===== config.mk =====
export PLATFORM = sky130hd
export DESIGN_NAME = scis_irq_status
export DESIGN_NICKNAME = d
export VERILOG_FILES = /design/src/design/scis_pkg.sv /design/src/design/scis_irq_status.sv /design/src/design/scis_axil_slave.sv
export VERILOG_INCLUDE_DIRS = /design/src /design/src/design
export SDC_FILE = /design/constraint.sdc
export NUM_CORES = 1
export LEC_CHECK = 0
export BUFFER_PORTS_ARGS = -buffer_cell sky130_fd_sc_hd__buf_2
export CORE_ASPECT_RATIO = 1.75
export CORE_MARGIN = 2
export CORE_UTILIZATION = 53
export CTS_BUF_LIST = sky130_fd_sc_hd__clkbuf_16
export DETAILED_ROUTE_END_ITERATION = 8
export GPL_TIMING_DRIVEN = 0
export HOLD_SLACK_MARGIN = 0.1
export PLACE_DENSITY = 0.88
export SETUP_SLACK_MARGIN = 0.1
export SLEW_MARGIN = 30
export SYNTH_ARGS = -nofsm -noshare
export SYNTH_HDL_FRONTEND = slang
export SYNTH_SLANG_ARGS = --single-unit

===== constraint.sdc =====
create_clock -name mclk -period 5.5 [get_ports mclk]
set_clock_uncertainty 0.1 [all_clocks]
set_input_delay 0.825 -clock mclk [delete_from_list [all_inputs] [get_ports mclk]]
set_output_delay 0.825 -clock mclk [all_outputs]
set_load 0.005 [all_outputs]

===== src/design/scis_consts.svh =====
// register map, field positions and reset values of the channel interrupt status block
// Operation
// RULE_01 - async or isochronous: received character with bad parity sets flag bit 5
// RULE_02 - with status byte option on, each character's status byte carries parity error
// RULE_03 - async or isochronous: zero sampled at stop bit position sets flag bit 4
// RULE_04 - pll lock loss sets flag bit 3 when rx clock from pll with fm/manchester
// RULE_05 - after pll lock loss reception stays suspended until lock returns
// RULE_06 - transmit clock from pll: transmission also halted while lock is lost
// RULE_07 - any carrier sense transition sets flag bit 2; level shown elsewhere
// RULE_08 - data dropped because receive fifo is full sets flag bit 1
// RULE_09 - bit 0 always reads zero; bits 9:4 read zero in hdlc mode
// RULE_10 - visibility control one shows flags of masked events in the flags register
// RULE_11 - writing one to a flag bit clears it; zero leaves it unchanged
// RULE_12 - mask bit one keeps the event off the interrupt line; zero drives it
// RULE_13 - visibility zero reads masked flags as zero while still tracking them
`ifndef SCIS_CONSTS_SVH
`define SCIS_CONSTS_SVH

// byte offsets of the registers
`define SCIS_OFS_FLAGS      8'h00
`define SCIS_OFS_CLEAR      8'h04
`define SCIS_OFS_MASK       8'h08
`define SCIS_OFS_CFG0       8'h0C
`define SCIS_OFS_CFG2       8'h10
`define SCIS_OFS_LINE       8'h14

// flag bit positions
`define SCIS_BIT_PARITY     5
`define SCIS_BIT_FRAMING    4
`define SCIS_BIT_PLL        3
`define SCIS_BIT_CARRIER    2
`define SCIS_BIT_OVERFLOW   1
`define SCIS_EVT_MASK       32'h0000003E
`define SCIS_HDLC_HIDE      32'h000003F0

// reset values and writable bits
`define SCIS_FLAGS_RST      32'h00000000
`define SCIS_MASK_RST       32'h0000003E
`define SCIS_CFG0_RST       32'h00000000
`define SCIS_CFG2_RST       32'h00000000
`define SCIS_CFG0_WMASK     32'h000000FF
`define SCIS_CFG2_WMASK     32'h00000003

// channel_config_0 fields
`define SCIS_CFG0_MODE_HI   1
`define SCIS_CFG0_RXDPLL    2
`define SCIS_CFG0_TXDPLL    3
`define SCIS_CFG0_CODE_HI   6
`define SCIS_CFG0_CODE_LO   4
`define SCIS_CFG0_VIS       7

// channel_config_2 fields
`define SCIS_CFG2_PAR_EN    0
`define SCIS_CFG2_SB_EN     1

// line status and receive status byte fields
`define SCIS_LINE_CARRIER   0
`define SCIS_LINE_LOCKED    1
`define SCIS_LINE_LOST      2
`define SCIS_LINE_RXEN      3
`define SCIS_SB_FRAMING     0
`define SCIS_SB_PARITY      1

// bus responses
`define SCIS_RESP_OKAY      2'h0
`define SCIS_RESP_SLVERR    2'h2

`endif


===== src/design/scis_pkg.sv =====
// types shared by the serial channel interrupt status block
package scis_pkg;

  // channel operating mode
  typedef enum logic [1:0] {
    SCIS_MODE_HDLC   = 2'h0,
    SCIS_MODE_ASYNC  = 2'h1,
    SCIS_MODE_ISOCHR = 2'h2,
    SCIS_MODE_RSVD   = 2'h3
  } scis_mode_t;

  // line coding
  typedef enum logic [2:0] {
    SCIS_CODE_NRZ   = 3'h0,
    SCIS_CODE_NRZI  = 3'h1,
    SCIS_CODE_FM0   = 3'h2,
    SCIS_CODE_FM1   = 3'h3,
    SCIS_CODE_MANCH = 3'h4
  } scis_coding_t;

  // pll synchronisation tracking
  typedef enum logic [1:0] {
    SCIS_PLL_SYNC = 2'b01,
    SCIS_PLL_LOST = 2'b10
  } scis_pll_state_t;

endpackage : scis_pkg


===== src/design/scis_irq_status.sv =====
// interrupt event flags, mask and pll/carrier tracking of one serial channel
`timescale 1ns/100ps
`default_nettype none
`include "scis_consts.svh"
module scis_irq_status
  import scis_pkg::*;
#(
  parameter int ADDR_W = 8
) (
  input  wire logic              mclk,
  input  wire logic              sys_rst,
  // register bus
  input  wire logic [ADDR_W-1:0] s_axi_awaddr,
  input  wire logic              s_axi_awvalid,
  output var  logic              s_axi_awready,
  input  wire logic [31:0]       s_axi_wdata,
  input  wire logic [3:0]        s_axi_wstrb,
  input  wire logic              s_axi_wvalid,
  output var  logic              s_axi_wready,
  output var  logic [1:0]        s_axi_bresp,
  output var  logic              s_axi_bvalid,
  input  wire logic              s_axi_bready,
  input  wire logic [ADDR_W-1:0] s_axi_araddr,
  input  wire logic              s_axi_arvalid,
  output var  logic              s_axi_arready,
  output var  logic [31:0]       s_axi_rdata,
  output var  logic [1:0]        s_axi_rresp,
  output var  logic              s_axi_rvalid,
  input  wire logic              s_axi_rready,
  // receiver and line side
  input  wire logic              rx_char_valid,
  input  wire logic              rx_parity_bad,
  input  wire logic              rx_stop_bit,
  input  wire logic              rx_fifo_write,
  input  wire logic              rx_fifo_full,
  input  wire logic              dpll_locked,
  input  wire logic              carrier_sense_line,
  // outputs to the channel and the host
  output var  logic              interrupt_request_line,
  output var  logic              rx_enable,
  output var  logic              tx_enable,
  output var  logic              rx_status_valid,
  output var  logic [7:0]        rx_status_byte
);

  // register strobes from the bus front end
  logic              wr_en;
  logic [ADDR_W-1:0] wr_addr;
  logic [31:0]       wr_data;
  logic [3:0]        wr_strb;
  logic              wr_err;
  logic              rd_en;
  logic [ADDR_W-1:0] rd_addr;
  logic [31:0]       rd_data;
  logic              rd_err;

  // software visible state
  logic [31:0] interrupt_event_flags;
  logic [31:0] event_mask;
  logic [31:0] channel_config_0;
  logic [31:0] channel_config_2;
  logic [31:0] next_flags;
  logic [31:0] next_mask;
  logic [31:0] next_cfg0;
  logic [31:0] next_cfg2;
  logic [31:0] flag_clear;
  logic [31:0] flag_set;
  logic [31:0] visible_flags;

  // channel decode
  scis_mode_t      chan_mode;
  scis_coding_t    line_coding;
  logic            char_mode;
  logic            hdlc_mode;
  logic            pll_applies;
  logic            parity_check_enable;
  logic            rx_status_byte_enable;
  logic            masked_flag_visibility;

  // line tracking
  scis_pll_state_t pll_state;
  scis_pll_state_t next_pll_state;
  logic            dpll_locked_q;
  logic            pll_loss_event;
  logic            carrier_q;
  logic            carrier_primed;
  logic            carrier_event;

  // expands byte strobes into a bit mask
  function automatic logic [31:0] strb_bits(input logic [3:0] s);
    logic [31:0] m;
    m = 32'h00000000;
    for (int i = 0; i < 4; i++) begin
      m[i*8 +: 8] = {8{s[i]}};
    end
    return m;
  endfunction : strb_bits

  // merges a strobed write into the writable bits of a register
  function automatic logic [31:0] merge_write(
    input logic [31:0] old_val,
    input logic [31:0] new_val,
    input logic [3:0]  s,
    input logic [31:0] wmask
  );
    logic [31:0] m;
    m = strb_bits(s) & wmask;
    return (old_val & ~m) | (new_val & m);
  endfunction : merge_write

  // address match against a byte offset
  function automatic logic at(input logic [ADDR_W-1:0] a, input logic [7:0] ofs);
    return a == ADDR_W'(ofs);
  endfunction : at

  // any mapped register
  function automatic logic is_mapped(input logic [ADDR_W-1:0] a);
    return at(a, `SCIS_OFS_FLAGS) | at(a, `SCIS_OFS_CLEAR) | at(a, `SCIS_OFS_MASK) |
           at(a, `SCIS_OFS_CFG0) | at(a, `SCIS_OFS_CFG2) | at(a, `SCIS_OFS_LINE);
  endfunction : is_mapped

  scis_axil_slave #(
    .ADDR_W (ADDR_W)
  ) u_bus (
    .mclk          (mclk),
    .sys_rst       (sys_rst),
    .s_axi_awaddr  (s_axi_awaddr),
    .s_axi_awvalid (s_axi_awvalid),
    .s_axi_awready (s_axi_awready),
    .s_axi_wdata   (s_axi_wdata),
    .s_axi_wstrb   (s_axi_wstrb),
    .s_axi_wvalid  (s_axi_wvalid),
    .s_axi_wready  (s_axi_wready),
    .s_axi_bresp   (s_axi_bresp),
    .s_axi_bvalid  (s_axi_bvalid),
    .s_axi_bready  (s_axi_bready),
    .s_axi_araddr  (s_axi_araddr),
    .s_axi_arvalid (s_axi_arvalid),
    .s_axi_arready (s_axi_arready),
    .s_axi_rdata   (s_axi_rdata),
    .s_axi_rresp   (s_axi_rresp),
    .s_axi_rvalid  (s_axi_rvalid),
    .s_axi_rready  (s_axi_rready),
    .wr_en         (wr_en),
    .wr_addr       (wr_addr),
    .wr_data       (wr_data),
    .wr_strb       (wr_strb),
    .wr_err        (wr_err),
    .rd_en         (rd_en),
    .rd_addr       (rd_addr),
    .rd_data       (rd_data),
    .rd_err        (rd_err)
  );

  // configuration fields
  always_comb begin
    chan_mode              = scis_mode_t'(channel_config_0[`SCIS_CFG0_MODE_HI:0]);
    line_coding            = scis_coding_t'(channel_config_0[`SCIS_CFG0_CODE_HI:`SCIS_CFG0_CODE_LO]);
    char_mode              = (chan_mode == SCIS_MODE_ASYNC) | (chan_mode == SCIS_MODE_ISOCHR);
    hdlc_mode              = chan_mode == SCIS_MODE_HDLC;
    parity_check_enable    = channel_config_2[`SCIS_CFG2_PAR_EN];
    rx_status_byte_enable  = channel_config_2[`SCIS_CFG2_SB_EN];
    masked_flag_visibility = channel_config_0[`SCIS_CFG0_VIS];
    // lock loss only matters for self clocking codes
    pll_applies = channel_config_0[`SCIS_CFG0_RXDPLL] &
                  ((line_coding == SCIS_CODE_FM0) | (line_coding == SCIS_CODE_FM1) |
                   (line_coding == SCIS_CODE_MANCH)); // RULE_04
  end

  // edges of the lock and carrier levels
  always_comb begin
    pll_loss_event = pll_applies & dpll_locked_q & ~dpll_locked; // RULE_04
    carrier_event  = carrier_primed & (carrier_sense_line != carrier_q); // RULE_07
  end

  // previous samples; carrier compare waits for one real sample
  always_ff @(posedge mclk or posedge sys_rst) begin
    if (sys_rst) begin
      dpll_locked_q  <= 1'b0;
      carrier_q      <= 1'b0;
      carrier_primed <= 1'b0;
    end else begin
      dpll_locked_q  <= dpll_locked;
      carrier_q      <= carrier_sense_line;
      carrier_primed <= 1'b1;
    end
  end

  // pll sync tracking: lost until the pll reports lock again or pll_applies drops
  always_comb begin
    case (pll_state)
      SCIS_PLL_SYNC: begin
        next_pll_state = pll_loss_event ? SCIS_PLL_LOST : SCIS_PLL_SYNC;
      end
      SCIS_PLL_LOST: begin
        // leaving a pll coding also releases the hold
        next_pll_state = (dpll_locked | ~pll_applies) ? SCIS_PLL_SYNC : SCIS_PLL_LOST; // RULE_05
      end
      default: begin
        next_pll_state = SCIS_PLL_SYNC;
      end
    endcase
  end

  always_ff @(posedge mclk or posedge sys_rst) begin
    if (sys_rst) begin
      pll_state <= SCIS_PLL_SYNC;
    end else begin
      pll_state <= next_pll_state;
    end
  end

  // receive and transmit gates follow the next pll state
  always_ff @(posedge mclk or posedge sys_rst) begin
    if (sys_rst) begin
      rx_enable <= 1'b1;
      tx_enable <= 1'b1;
    end else begin
      rx_enable <= next_pll_state == SCIS_PLL_SYNC; // RULE_05
      tx_enable <= ~((next_pll_state == SCIS_PLL_LOST) &
                     channel_config_0[`SCIS_CFG0_TXDPLL]); // RULE_06
    end
  end

  // events of this cycle; receive events count only while rx runs
  always_comb begin
    flag_set = 32'h00000000;
    flag_set[`SCIS_BIT_PARITY] = char_mode & parity_check_enable & rx_enable &
                                 rx_char_valid & rx_parity_bad; // RULE_01
    flag_set[`SCIS_BIT_FRAMING] = char_mode & rx_enable & rx_char_valid &
                                  ~rx_stop_bit; // RULE_03
    flag_set[`SCIS_BIT_PLL]      = pll_loss_event; // RULE_04
    flag_set[`SCIS_BIT_CARRIER]  = carrier_event; // RULE_07
    flag_set[`SCIS_BIT_OVERFLOW] = rx_enable & rx_fifo_write & rx_fifo_full; // RULE_08
  end

  // write one to clear, through the flags word or its clear alias
  always_comb begin
    flag_clear = 32'h00000000;
    if (wr_en & (at(wr_addr, `SCIS_OFS_FLAGS) | at(wr_addr, `SCIS_OFS_CLEAR))) begin
      flag_clear = wr_data & strb_bits(wr_strb); // RULE_11
    end
    // a new event beats a clear in the same cycle
    next_flags = ((interrupt_event_flags & ~flag_clear) | flag_set) & `SCIS_EVT_MASK; // RULE_11
  end

  always_ff @(posedge mclk or posedge sys_rst) begin
    if (sys_rst) begin
      interrupt_event_flags <= `SCIS_FLAGS_RST;
    end else begin
      interrupt_event_flags <= next_flags;
    end
  end

  // writable control registers
  always_comb begin
    next_mask = event_mask;
    next_cfg0 = channel_config_0;
    next_cfg2 = channel_config_2;
    if (wr_en & at(wr_addr, `SCIS_OFS_MASK)) begin
      next_mask = merge_write(event_mask, wr_data, wr_strb, `SCIS_EVT_MASK);
    end
    if (wr_en & at(wr_addr, `SCIS_OFS_CFG0)) begin
      next_cfg0 = merge_write(channel_config_0, wr_data, wr_strb, `SCIS_CFG0_WMASK);
    end
    if (wr_en & at(wr_addr, `SCIS_OFS_CFG2)) begin
      next_cfg2 = merge_write(channel_config_2, wr_data, wr_strb, `SCIS_CFG2_WMASK);
    end
  end

  // all events start masked so unconnected lines stay quiet
  always_ff @(posedge mclk or posedge sys_rst) begin
    if (sys_rst) begin
      event_mask       <= `SCIS_MASK_RST;
      channel_config_0 <= `SCIS_CFG0_RST;
      channel_config_2 <= `SCIS_CFG2_RST;
    end else begin
      event_mask       <= next_mask;
      channel_config_0 <= next_cfg0;
      channel_config_2 <= next_cfg2;
    end
  end

  // interrupt line from unmasked flags, using next values to save a cycle
  always_ff @(posedge mclk or posedge sys_rst) begin
    if (sys_rst) begin
      interrupt_request_line <= 1'b0;
    end else begin
      interrupt_request_line <= |(next_flags & ~next_mask & `SCIS_EVT_MASK); // RULE_12
    end
  end

  // read view of the flags; hidden flags are still tracked
  always_comb begin
    visible_flags = interrupt_event_flags & `SCIS_EVT_MASK; // RULE_09
    if (!masked_flag_visibility) begin // RULE_10
      visible_flags = visible_flags & ~event_mask; // RULE_13
    end
    if (hdlc_mode) begin
      visible_flags = visible_flags & ~`SCIS_HDLC_HIDE; // RULE_09
    end
  end

  // read mux; unmapped addresses give an error and zero data
  always_comb begin
    rd_err  = ~is_mapped(rd_addr);
    wr_err  = ~is_mapped(wr_addr);
    rd_data = 32'h00000000;
    if (at(rd_addr, `SCIS_OFS_FLAGS)) begin
      rd_data = visible_flags;
    end else if (at(rd_addr, `SCIS_OFS_MASK)) begin
      rd_data = event_mask;
    end else if (at(rd_addr, `SCIS_OFS_CFG0)) begin
      rd_data = channel_config_0;
    end else if (at(rd_addr, `SCIS_OFS_CFG2)) begin
      rd_data = channel_config_2;
    end else if (at(rd_addr, `SCIS_OFS_LINE)) begin
      rd_data[`SCIS_LINE_CARRIER] = carrier_sense_line;
      rd_data[`SCIS_LINE_LOCKED]  = dpll_locked;
      rd_data[`SCIS_LINE_LOST]    = pll_state == SCIS_PLL_LOST;
      rd_data[`SCIS_LINE_RXEN]    = rx_enable;
    end
  end

  // per character status byte, one cycle behind the character strobe
  always_ff @(posedge mclk or posedge sys_rst) begin
    if (sys_rst) begin
      rx_status_valid <= 1'b0;
      rx_status_byte  <= 8'h00;
    end else begin
      rx_status_valid <= rx_char_valid & rx_enable & rx_status_byte_enable; // RULE_02
      if (rx_char_valid & rx_enable & rx_status_byte_enable) begin
        rx_status_byte <= 8'h00;
        rx_status_byte[`SCIS_SB_PARITY]  <= char_mode & parity_check_enable &
                                            rx_parity_bad; // RULE_02
        rx_status_byte[`SCIS_SB_FRAMING] <= char_mode & ~rx_stop_bit;
      end
    end
  end

endmodule : scis_irq_status
`default_nettype wire


===== src/design/scis_axil_slave.sv =====
// axi4-lite slave front end turning bus traffic into register strobes
`timescale 1ns/100ps
`default_nettype none
`include "scis_consts.svh"
module scis_axil_slave #(
  parameter int ADDR_W = 8
) (
  input  wire logic              mclk,
  input  wire logic              sys_rst,
  input  wire logic [ADDR_W-1:0] s_axi_awaddr,
  input  wire logic              s_axi_awvalid,
  output var  logic              s_axi_awready,
  input  wire logic [31:0]       s_axi_wdata,
  input  wire logic [3:0]        s_axi_wstrb,
  input  wire logic              s_axi_wvalid,
  output var  logic              s_axi_wready,
  output var  logic [1:0]        s_axi_bresp,
  output var  logic              s_axi_bvalid,
  input  wire logic              s_axi_bready,
  input  wire logic [ADDR_W-1:0] s_axi_araddr,
  input  wire logic              s_axi_arvalid,
  output var  logic              s_axi_arready,
  output var  logic [31:0]       s_axi_rdata,
  output var  logic [1:0]        s_axi_rresp,
  output var  logic              s_axi_rvalid,
  input  wire logic              s_axi_rready,
  output var  logic              wr_en,
  output var  logic [ADDR_W-1:0] wr_addr,
  output var  logic [31:0]       wr_data,
  output var  logic [3:0]        wr_strb,
  input  wire logic              wr_err,
  output var  logic              rd_en,
  output var  logic [ADDR_W-1:0] rd_addr,
  input  wire logic [31:0]       rd_data,
  input  wire logic              rd_err
);
  logic aw_held;
  logic w_held;
  logic next_aw_held;
  logic next_w_held;
  logic next_bvalid;
  logic next_rvalid;

  // write fires once address and data are held and no response waits
  always_comb begin
    wr_en        = aw_held & w_held & ~s_axi_bvalid;
    rd_en        = s_axi_arvalid & s_axi_arready;
    rd_addr      = s_axi_araddr;
    next_aw_held = wr_en ? 1'b0 : (aw_held | (s_axi_awvalid & s_axi_awready));
    next_w_held  = wr_en ? 1'b0 : (w_held | (s_axi_wvalid & s_axi_wready));
    next_bvalid  = wr_en | (s_axi_bvalid & ~s_axi_bready);
    next_rvalid  = rd_en | (s_axi_rvalid & ~s_axi_rready);
  end

  // readies are registered from next state so they never sit on a comb path
  always_ff @(posedge mclk or posedge sys_rst) begin
    if (sys_rst) begin
      aw_held       <= 1'b0;
      w_held        <= 1'b0;
      s_axi_awready <= 1'b0;
      s_axi_wready  <= 1'b0;
      s_axi_bvalid  <= 1'b0;
      s_axi_bresp   <= `SCIS_RESP_OKAY;
    end else begin
      aw_held       <= next_aw_held;
      w_held        <= next_w_held;
      s_axi_awready <= ~next_aw_held & ~next_bvalid;
      s_axi_wready  <= ~next_w_held & ~next_bvalid;
      s_axi_bvalid  <= next_bvalid;
      if (wr_en) begin
        s_axi_bresp <= wr_err ? `SCIS_RESP_SLVERR : `SCIS_RESP_OKAY;
      end
    end
  end

  // captured write payload
  always_ff @(posedge mclk or posedge sys_rst) begin
    if (sys_rst) begin
      wr_addr <= '0;
      wr_data <= 32'h00000000;
      wr_strb <= 4'h0;
    end else begin
      if (s_axi_awvalid & s_axi_awready) begin
        wr_addr <= s_axi_awaddr;
      end
      if (s_axi_wvalid & s_axi_wready) begin
        wr_data <= s_axi_wdata;
        wr_strb <= s_axi_wstrb;
      end
    end
  end

  // read channel, data latched on the address handshake
  always_ff @(posedge mclk or posedge sys_rst) begin
    if (sys_rst) begin
      s_axi_arready <= 1'b0;
      s_axi_rvalid  <= 1'b0;
      s_axi_rdata   <= 32'h00000000;
      s_axi_rresp   <= `SCIS_RESP_OKAY;
    end else begin
      s_axi_arready <= ~next_rvalid;
      s_axi_rvalid  <= next_rvalid;
      if (rd_en) begin
        s_axi_rdata <= rd_err ? 32'h00000000 : rd_data;
        s_axi_rresp <= rd_err ? `SCIS_RESP_SLVERR : `SCIS_RESP_OKAY;
      end
    end
  end
endmodule : scis_axil_slave
`default_nettype wire


==> results of run 1 <==
## cell type report
type | count | area (um^2)
repair buffers | 58 | 313
clock inverters | 7 | 53.8
fillers | 471 | 1840
clock buffers | 9 | 225
plain buffers | 38 | 263
well taps | 78 | 97.6
flip-flops and latches | 65 | 1640
multi-input cells | 212 | 1380
inverters | 18 | 70.1
## cell usage after synthesis, types with 3 or more instances
library cell / n
o211ai_1: 5
dfstp_2: 8
nor2b_1: 4
a21o_1: 3
mux2_2: 28
nand3_1: 9
a21oi_1: 11
a31oi_1: 5
clkbuf_1: 6
nor2_1: 11
inv_1: 18
buf_4: 32
dfrtp_1: 57
ha_1: 3
o21ai_0: 16
nand2b_1: 5
or4_4: 3
a32o_1: 3
a22o_1: 3
nand2_1: 35
## critical path: stages (launching register included)
cell and delay (ns):
dfrtp_1 0.38, or4_4 0.60, nor2_1 0.17, nand3_1 0.09, nor4b_1 0.62, mux2_2 0.41
## cells by family (layout without fill, tap and decap cells)
family / count (synthesis) / after routing / synth area share, %
simple gates: 86 / 86 / 14.7
flops: 65 / 65 / 50.7
compound gates: 59 / 59 / 12.3
buf+inv: 56 / 130 / 10.2
mux: 30 / 30 / 10.4
fa+ha+maj: 3 / 3 / 1.16
other cells: 2 / 33 / 0.233
xor+xnor: 1 / 1 / 0.271
## power groups by stage
stage | clock network, mW | registers, mW | logic, mW
after global placement | 0 | 0.688 | 0.299
after CTS | 0.539 | 0.692 | 0.323
after detailed placement | 0 | 0.696 | 0.319
after global routing | 0.558 | 0.707 | 0.353
final | 0.535 | 0.693 | 0.321
after floorplan | 0 | 0.663 | 0.239
## per-layer routing
layer	track usage, %	vias up	part of all wire [%]	wire [um]
met5	0	-	0	0
met1	20.0	1246	33	2420
li1	-	1199	-	-
met2	42.6	96	56	4150
met4	17.6	0	5.1	372
met3	4.92	28	5.5	406
## worst max path at each step
stage                     startpoint                          to  cells after the start
floorplan                    sys_rst  asynchronous set/reset pin                      1
global placement             sys_rst  asynchronous set/reset pin                      2
detailed placement   s_axi_araddr[0]        u_bus.s_axi_rdata[1]                      5
CTS                 u_bus.wr_addr[7]                    register                      5
global route        u_bus.wr_addr[7]                    register                      5
finish              u_bus.wr_addr[7]                    register                      5
==> impl_metrics.json, run 1 <==
{
  "drc": 0,
  "setup_ws_ns": 3.02,
  "grt_max_degree": 56,
  "tns_ns": 0,
  "grt_pass1_vias": 2539,
  "synthTopCellsByArea": "dfrtp_1 44%, mux2_2 9.8%, buf_4 7.4%, dfstp_2 6.5%, nand2_1 4.1%",
  "dp_hpwl_um": 5610,
  "rows": 37,
  "slew_violations": 0,
  "path_clk_slew_ns": 0.05,
  "fin_area_mm2": 0.00404,
  "instances_no_fill": 485,
  "htree_levels": 3,
  "avgViaCountPerCell": 5.30,
  "timing.fmax_ghz": 0.403,
  "syn_inst": 302,
  "nNetsFinal": 471,
  "switching_share_pct": 29.6,
  "die_y_um": 107,
  "area_growth_syn_to_layout_pct": 25.0,
  "cts.sinks": 65,
  "finalCriticalPeriod_ns": 2.48,
  "grt_use_total_pct": 22.6,
  "status": "completed",
  "yosysSeqAreaShare_pct": 50.7,
  "core_mm2": 0.00588,
  "synth_edf_count": 0,
  "hold_viol": 0,
  "maxCapViolations": 0,
  "intPower_mw": 1.09,
  "end_kind": "register",
  "clkLatencyLatePin_ns": 0.34,
  "avgSynthCellArea_um2": 10.7,
  "postCtsHoldBufs": 0,
  "start_util_pct": 54.9,
  "dp_cells": 469,
  "p_sw_uw": 459,
  "finalSetupViolations": 0,
  "required_ns": 5.62,
  "synth_flop_cell": "dfrtp_1",
  "worstRegToRegCells": 5,
  "die_x_um": 63.0,
  "synth_warnings": 0,
  "layout-drive-gt1-share_pct": 36.6,
  "async_flop_share_pct": 100,
  "syn-cell-area_mm2": 0.00323,
  "period_share_pct": 45.1,
  "critPathKind": "reg -> reg",
  "synth_top_cell_area_share_pct": 44.2,
  "port_buffers": 57,
  "powerDensity_mw_per_mm2": 384,
  "cts_max_path_buffers": 2,
  "pwr-share-seq_pct": 44.7,
  "first_pass_iters": 5,
  "dieArea_mm2": 0.00676,
  "final_cell_mix": "57 x dfrtp_1, 57 x buf_2, 35 x nand2_1, 33 x conb_1, 32 x buf_4",
  "drt-initial-drc-count": 114,
  "wl_per_cell_um": 15.2,
  "ir_drop_uv": 274,
  "synth_cell_types": 49,
  "root_buffer": "clkbuf_16",
  "grt_pass1_wl_um": 11400,
  "rsz0062_at_grt": "no",
  "power_frac_clock_pct": 34.5,
  "r2r_start": "u_bus.wr_addr[7]",
  "grt_overflow": 0,
  "hold-worst-slack_ns": 0.288,
  "cts-resized-gates": 0,
  "dpl_cell_area_mm2": 0.00376,
  "tightest_slew_ns": 0.669,
  "worst_setup_path_start_kind": "register",
  "post-place-ws_ns": 2.83,
  "slew-limit-headroom_pct": 54.8,
  "p_total_mw": 1.55,
  "p_leak_nw": 1.98,
  "globalplace.congestion": 0.880,
  "cts_tree": "done",
  "grt_antenna_before_repair": 0,
  "crit_arrival_ns": 2.60,
  "hp-class": "in -> async",
  "finalWirelength_um": 7350,
  "path_max_fanout": 5,
  "pin_count": 119,
  "via_count": 2569,
  "post_cts_buffers": 0,
  "cts_buffers": 9,
  "ys_ff_latch": 65,
  "postRouteAntennaNets": 0,
  "reg2reg_slack_ns": 3.02,
  "n_antenna_cell": 0,
  "yosysTopAreaCell": "dfrtp_1",
  "fin_util_pct": 68.7,
  "p_comb_share_pct": 20.7
}
Power figures use the tool's default switching activity.
==> run 2: changes to the inputs <==
--- a/config.mk
+++ b/config.mk
@@ -9,12 +9,12 @@
 export BUFFER_PORTS_ARGS = -buffer_cell sky130_fd_sc_hd__buf_2
 export CORE_ASPECT_RATIO = 1.75
 export CORE_MARGIN = 2
-export CORE_UTILIZATION = 53
+export CORE_UTILIZATION = 49
 export CTS_BUF_LIST = sky130_fd_sc_hd__clkbuf_16
 export DETAILED_ROUTE_END_ITERATION = 8
 export GPL_TIMING_DRIVEN = 0
 export HOLD_SLACK_MARGIN = 0.1
-export PLACE_DENSITY = 0.88
+export PLACE_DENSITY = 0.82
 export SETUP_SLACK_MARGIN = 0.1
 export SLEW_MARGIN = 30
 export SYNTH_ARGS = -nofsm -noshare
==> constraint.sdc (replaced) <==
create_clock -name mclk -period 2.49 [get_ports mclk]
set_clock_uncertainty 0.1 [all_clocks]
set_input_delay 0.3735 -clock mclk [delete_from_list [all_inputs] [get_ports mclk]]
set_output_delay 0.3735 -clock mclk [all_outputs]
set_load 0.005 [all_outputs]
==> run 2 against run 1 <==
Net effect:
- critical path depth did not move
- register-to-register slack got worse by 2.8 ns
- count of clock-buffer cells in the layout did not move
- hold slack got worse by 0.13 ns
- routed wire length fell by 3.6%
- die area rose by 7.7%
- sequential power rose by 120%
- sequential share of layout area fell by 1.0 points
- setup slack got worse by 2.8 ns
- largest power group unchanged
==> impl_metrics.json, run 2 (same netlist as run 1, synthesis figures left out) <==
{
  "status": "completed",
  "maxCapViolations": 0,
  "grt_max_degree": 43,
  "cts.sinks": 65,
  "timing.fmax_ghz": 0.439,
  "hold_end": "u_bus.s_axi_wready",
  "clkLatencyLatePin_ns": 0.34,
  "globalplace.congestion": 0.867,
  "finalSetupViolations": 0,
  "avgViaCountPerCell": 5.16,
  "hp-class": "in -> reg",
  "start_util_pct": 50.1,
  "core_mm2": 0.00644,
  "port_buffers": 57,
  "pin_count": 119,
  "tightest_slew_ns": 0.651,
  "required_ns": 2.58,
  "hold_start": "s_axi_wvalid",
  "dpl_cell_area_mm2": 0.00376,
  "path_clk_slew_ns": 0.06,
  "finalWirelength_um": 7090,
  "die_y_um": 111,
  "die_x_um": 65.4,
  "grt_pass1_vias": 2505,
  "layout-drive-gt1-share_pct": 38.6,
  "wl_per_cell_um": 14.3,
  "ir_drop_uv": 795,
  "slew_violations": 0,
  "critPathKind": "reg -> reg",
  "worst_setup_path_start_kind": "register",
  "final_cell_mix": "57 x dfrtp_1, 57 x buf_2, 36 x buf_4, 35 x nand2_1, 33 x conb_1",
  "rsz0062_at_grt": "no",
  "postRouteAntennaNets": 0,
  "drc": 0,
  "drt-initial-drc-count": 85,
  "r2r_start": "u_bus.wr_addr[5]",
  "path_max_fanout": 5,
  "period_share_pct": 91.5,
  "hold_viol": 0,
  "worstRegToRegCells": 5,
  "grt_use_total_pct": 21.2,
  "cts_max_path_buffers": 2,
  "end_kind": "register",
  "hold_depth": 2,
  "rows": 39,
  "p_leak_nw": 2.02,
  "htree_levels": 3,
  "area_growth_syn_to_layout_pct": 28.3,
  "cts_buffers": 9,
  "fin_area_mm2": 0.00414,
  "dp_hpwl_um": 5440,
  "finalCriticalPeriod_ns": 2.28,
  "setup_ws_ns": 0.212,
  "root_buffer": "clkbuf_16",
  "cts_tree": "done",
  "r2r-end": "interrupt_request_line",
  "first_pass_iters": 5,
  "n_antenna_cell": 0,
  "post-place-ws_ns": 0.0171,
  "grt_antenna_before_repair": 0,
  "nFillCells": 526,
  "grt_pass1_wl_um": 11700,
  "reg2reg_slack_ns": 0.21,
  "crit_arrival_ns": 2.37,
  "powerDensity_mw_per_mm2": 859,
  "grt_overflow": 0,
  "via_count": 2559,
  "dieArea_mm2": 0.00728,
  "nNetsFinal": 478,
  "slew-limit-headroom_pct": 56.2
}
## run 2: timing repair
| action | 4_1_cts | 5_1_grt |
|---|---|---|
| setup buffers | 0 | 4 |
| pin swaps | 0 | 3 |
| hold endpoints to repair | 23 | 0 |
| resized for setup | 1 | 2 |
| hold buffers | 3 | 0 |
| setup endpoints to repair | 2 | 1 |
## run 2: power by group
group          internal [mW]  total [mW]  switching [mW]
registers               1.30        1.53           0.230
logic                  0.368       0.720           0.352
clock network          0.865        1.31           0.447
total                   2.53        3.56            1.03
## run 2: worst max path at each step
stage / endpoint / slack [ns] / startpoint
2_1_floorplan: register / 0.35 / u_bus.wr_addr[7]
3_3_place_gp: u_bus.wr_data[5] / -0.30 / sys_rst
3_5_place_dp: register / 0.02 / u_bus.wr_addr[7]
4_1_cts: interrupt_request_line / 0.17 / u_bus.wr_addr[2]
5_1_grt: interrupt_request_line / 0.12 / u_bus.wr_addr[1]
6_report: interrupt_request_line / 0.21 / u_bus.wr_addr[5]
## run 2: metrics by stage
step / cells / power (mW) / hold slack, ns / TNS (ns) / utilization, %
3_5_place_dp: 473 / 2.24 / 0.261 / 0 / 58.3
4_1_cts: 492 / 3.56 / 0.148 / 0 / 63.7
5_1_grt: 496 / 3.73 / 0.169 / 0 / 64.3
2_1_floorplan: 333 / 1.99 / 0.305 / 0 / -
6_report: 496 / 3.56 / 0.155 / 0 / 64.3
3_3_place_gp: 472 / 2.18 / 0.361 / -16.73 / 58.0
## run 2: worst max-delay path, cell delays in order (launching register included)
cell and delay, ns:
dfrtp_1 0.37, or4_4 0.58, or4_4 0.55, o32ai_2 0.27, or3b_4 0.17, nand4_1 0.10
## run 2: metal layers
metal / up-vias / GRT usage [%] / share of wire (%)
met2: 103 / 38.5 / 55
met3: 20 / 5.25 / 6.1
met4: 0 / 10.7 / 3.5
li1: 1216 / - / -
met1: 1220 / 21.6 / 35
met5: - / 0 / 0
## run 2: layout make-up
type	count	area [um^2]	area share, %
Clock inverter	7	86.3	2.08
Sequential cell	65	1640	39.5
Multi-Input combinational cell	212	1400	33.7
Inverter	18	70.1	1.69
Tap cell	82	103	2.48
Timing Repair Buffer	65	365	8.82
Clock buffer	9	225	5.43
Buffer	38	263	6.34
==> run 3: changes to the inputs <==
--- a/config.mk
+++ b/config.mk
@@ -7,9 +7,11 @@
 export NUM_CORES = 1
 export LEC_CHECK = 0
 export BUFFER_PORTS_ARGS = -buffer_cell sky130_fd_sc_hd__buf_2
+export CELL_PAD_IN_SITES_DETAIL_PLACEMENT = 0
+export CELL_PAD_IN_SITES_GLOBAL_PLACEMENT = 1
 export CORE_ASPECT_RATIO = 1.75
 export CORE_MARGIN = 2
-export CORE_UTILIZATION = 49
+export CORE_UTILIZATION = 37
 export CTS_BUF_LIST = sky130_fd_sc_hd__clkbuf_16
 export DETAILED_ROUTE_END_ITERATION = 8
 export GPL_TIMING_DRIVEN = 0
==> constraint.sdc (replaced) <==
create_clock -name mclk -period 2.1 [get_ports mclk]
set_clock_uncertainty 0.1 [all_clocks]
set_input_delay 0.315 -clock mclk [delete_from_list [all_inputs] [get_ports mclk]]
set_output_delay 0.315 -clock mclk [all_outputs]
set_load 0.005 [all_outputs]
==> run 3 against run 2 <==
Net effect:
- via count shrank 1.7%
- largest power group unchanged
- global-route usage down 4.1 points
- the flow now finishes with violations (setup timing)
- clock power up 22%
- register-to-register slack got worse by 0.30 ns
- core utilization fell by 13 points
- non-clock buffer count is 10 higher
- critical path type unchanged
==> impl_metrics.json, run 3 (same netlist as run 1, synthesis figures left out) <==
{
  "status": "complete, but fails checks",
  "violations": "setup timing",
  "crit_arrival_ns": 2.30,
  "grt_max_degree": 26,
  "instances_no_fill": 542,
  "postRouteAntennaNets": 0,
  "rsz0062_at_grt": "yes",
  "drc": 0,
  "critPathKind": "reg -> reg",
  "nNetsFinal": 489,
  "post-place-ws_ns": -0.183,
  "tightest_slew_ns": 0.739,
  "layout-drive-gt1-share_pct": 40.0,
  "path_clk_slew_ns": 0.06,
  "grt_overflow": 0,
  "globalplace.congestion": 0.816,
  "dp_cells": 509,
  "die_y_um": 128,
  "tns_ns": -0.508,
  "switching_share_pct": 29.9,
  "cts_buffers": 9,
  "grt_pass1_vias": 2440,
  "grt_pass1_wl_um": 12000,
  "p_comb_share_pct": 22.2,
  "hold_viol": 0,
  "layout_commonest_cell": "buf_2",
  "period_share_pct": 104,
  "p_sw_mw": 1.31,
  "finalWirelength_um": 7630,
  "ir_drop_uv": 651,
  "maxCapViolations": 0,
  "grt_antenna_before_repair": 0,
  "timing.fmax_ghz": 0.457,
  "p_total_mw": 4.37,
  "clkLatencyLatePin_ns": 0.33,
  "n_antenna_cell": 0,
  "fin_util_pct": 50.9,
  "critical_path.startpoint": "u_bus.wr_addr[7]",
  "start_util_pct": 37.7,
  "pin_count": 119,
  "hold_start": "s_axi_awaddr[4]",
  "drt-initial-drc-count": 123,
  "port_buffers": 57,
  "rows": 45,
  "dieArea_mm2": 0.00952,
  "path_max_fanout": 6,
  "core_mm2": 0.00856,
  "nFillCells": 838,
  "area_growth_syn_to_layout_pct": 34.9,
  "required_ns": 2.21,
  "hp-class": "in -> reg",
  "via_count": 2516,
  "power_frac_clock_pct": 36.5,
  "p_leak_nw": 2.08,
  "intPower_mw": 3.07,
  "root_buffer": "clkbuf_16",
  "cts.sinks": 65,
  "powerDensity_mw_per_mm2": 1000,
  "avgViaCountPerCell": 4.64,
  "htree_levels": 3,
  "grt_use_total_pct": 17.1,
  "cts_tree": "done",
  "finalCriticalPeriod_ns": 2.19,
  "die_x_um": 74.6,
  "final_cell_mix": "57 x buf_2, 56 x dfrtp_1, 39 x buf_4, 35 x nand2_1, 33 x conb_1",
  "cts_max_path_buffers": 2,
  "r2r_start": "u_bus.wr_addr[7]",
  "first_pass_iters": 4,
  "dp_hpwl_um": 5710,
  "slew_violations": 0,
  "worst_setup_path_start_kind": "register",
  "setup_ws_ns": -0.0899,
  "slew-limit-headroom_pct": 50.8,
  "finalSetupViolations": 10,
  "wl_per_cell_um": 14.1,
  "end_kind": "register",
  "pwr-share-seq_pct": 41.3
}
==> run 3: changes by cell type in the layout (fill, tap and decap cells not counted), moves of 2 or more <==
cell	change
dlygate4sd3_1	+5
buf_4	+3
clkinv_2	-2
nor2_1	-2
==> run 3: metrics by stage <==
stage	hold WS, ns	instance area [um^2]
6_report	0.115	4360
5_1_grt	0.113	4360
4_1_cts	0.104	4310
3_5_place_dp	0.260	3840
3_3_place_gp	0.358	3790
2_1_floorplan	0.246	3360
==> run 3: cell type report <==
| type | count | area, um^2 | share of cell area (%) |
|---|---|---|---|
| inverters | 18 | 71.3 | 1.64 |
| repair buffers | 75 | 477 | 10.9 |
| plain buffers | 38 | 263 | 6.03 |
| clock inverters | 7 | 93.8 | 2.15 |
| well taps | 117 | 146 | 3.36 |
| multi-input cells | 213 | 1440 | 33.1 |
| clock buffers | 9 | 225 | 5.17 |
| flip-flops and latches | 65 | 1640 | 37.6 |
==> run 3: power groups by stage <==
stage | logic, mW | clock network [mW] | registers [mW]
final | 0.969 | 1.60 | 1.81
after global routing | 1.08 | 1.69 | 1.84
after CTS | 0.910 | 1.63 | 1.82
after detailed placement | 0.851 | 0 | 1.82
after global placement | 0.810 | 0 | 1.81
after floorplan | 0.632 | 0 | 1.74
==> run 3: timing repair <==
| item | CTS | global route |
|---|---|---|
| gates cloned | 0 | 1 |
| hold buffers | 8 | 0 |
| setup buffers | 5 | 3 |
| pin swaps | 5 | 6 |
| endpoints found under the setup margin | 16 | 16 |
| hold endpoints to repair | 22 | 0 |
| resized for setup | 7 | 3 |
==> run 3: path summary, 6_finish.rpt <==
check	end	slack [ns]	depth (start not counted)
hold / removal	u_bus.wr_addr[4]	0.12	2
min in group asynchronous	rx_status_byte[1]	0.45	3
hold reg to reg	u_bus.s_axi_rdata[6]	0.37	2
setup reg to reg	register	-0.09	6
max in group asynchronous	event_mask[2]	0.91	4
setup / recovery	register	-0.09	6
==> run 3: per-layer routing <==
layer,global-route usage [%],part of all wire [%]
met5,0,0
met2,31.1,57
met3,4.18,4.6
met1,17.8,37
met4,7.56,2.0
==> run 3: worst max-delay path: stages, from the launching register on <==
cell     delay (ns)
dfrtp_1        0.37
or4_4          0.59
buf_4          0.17
nor4_4         0.18
buf_6          0.18
nand3_4        0.13
mux2_4         0.35
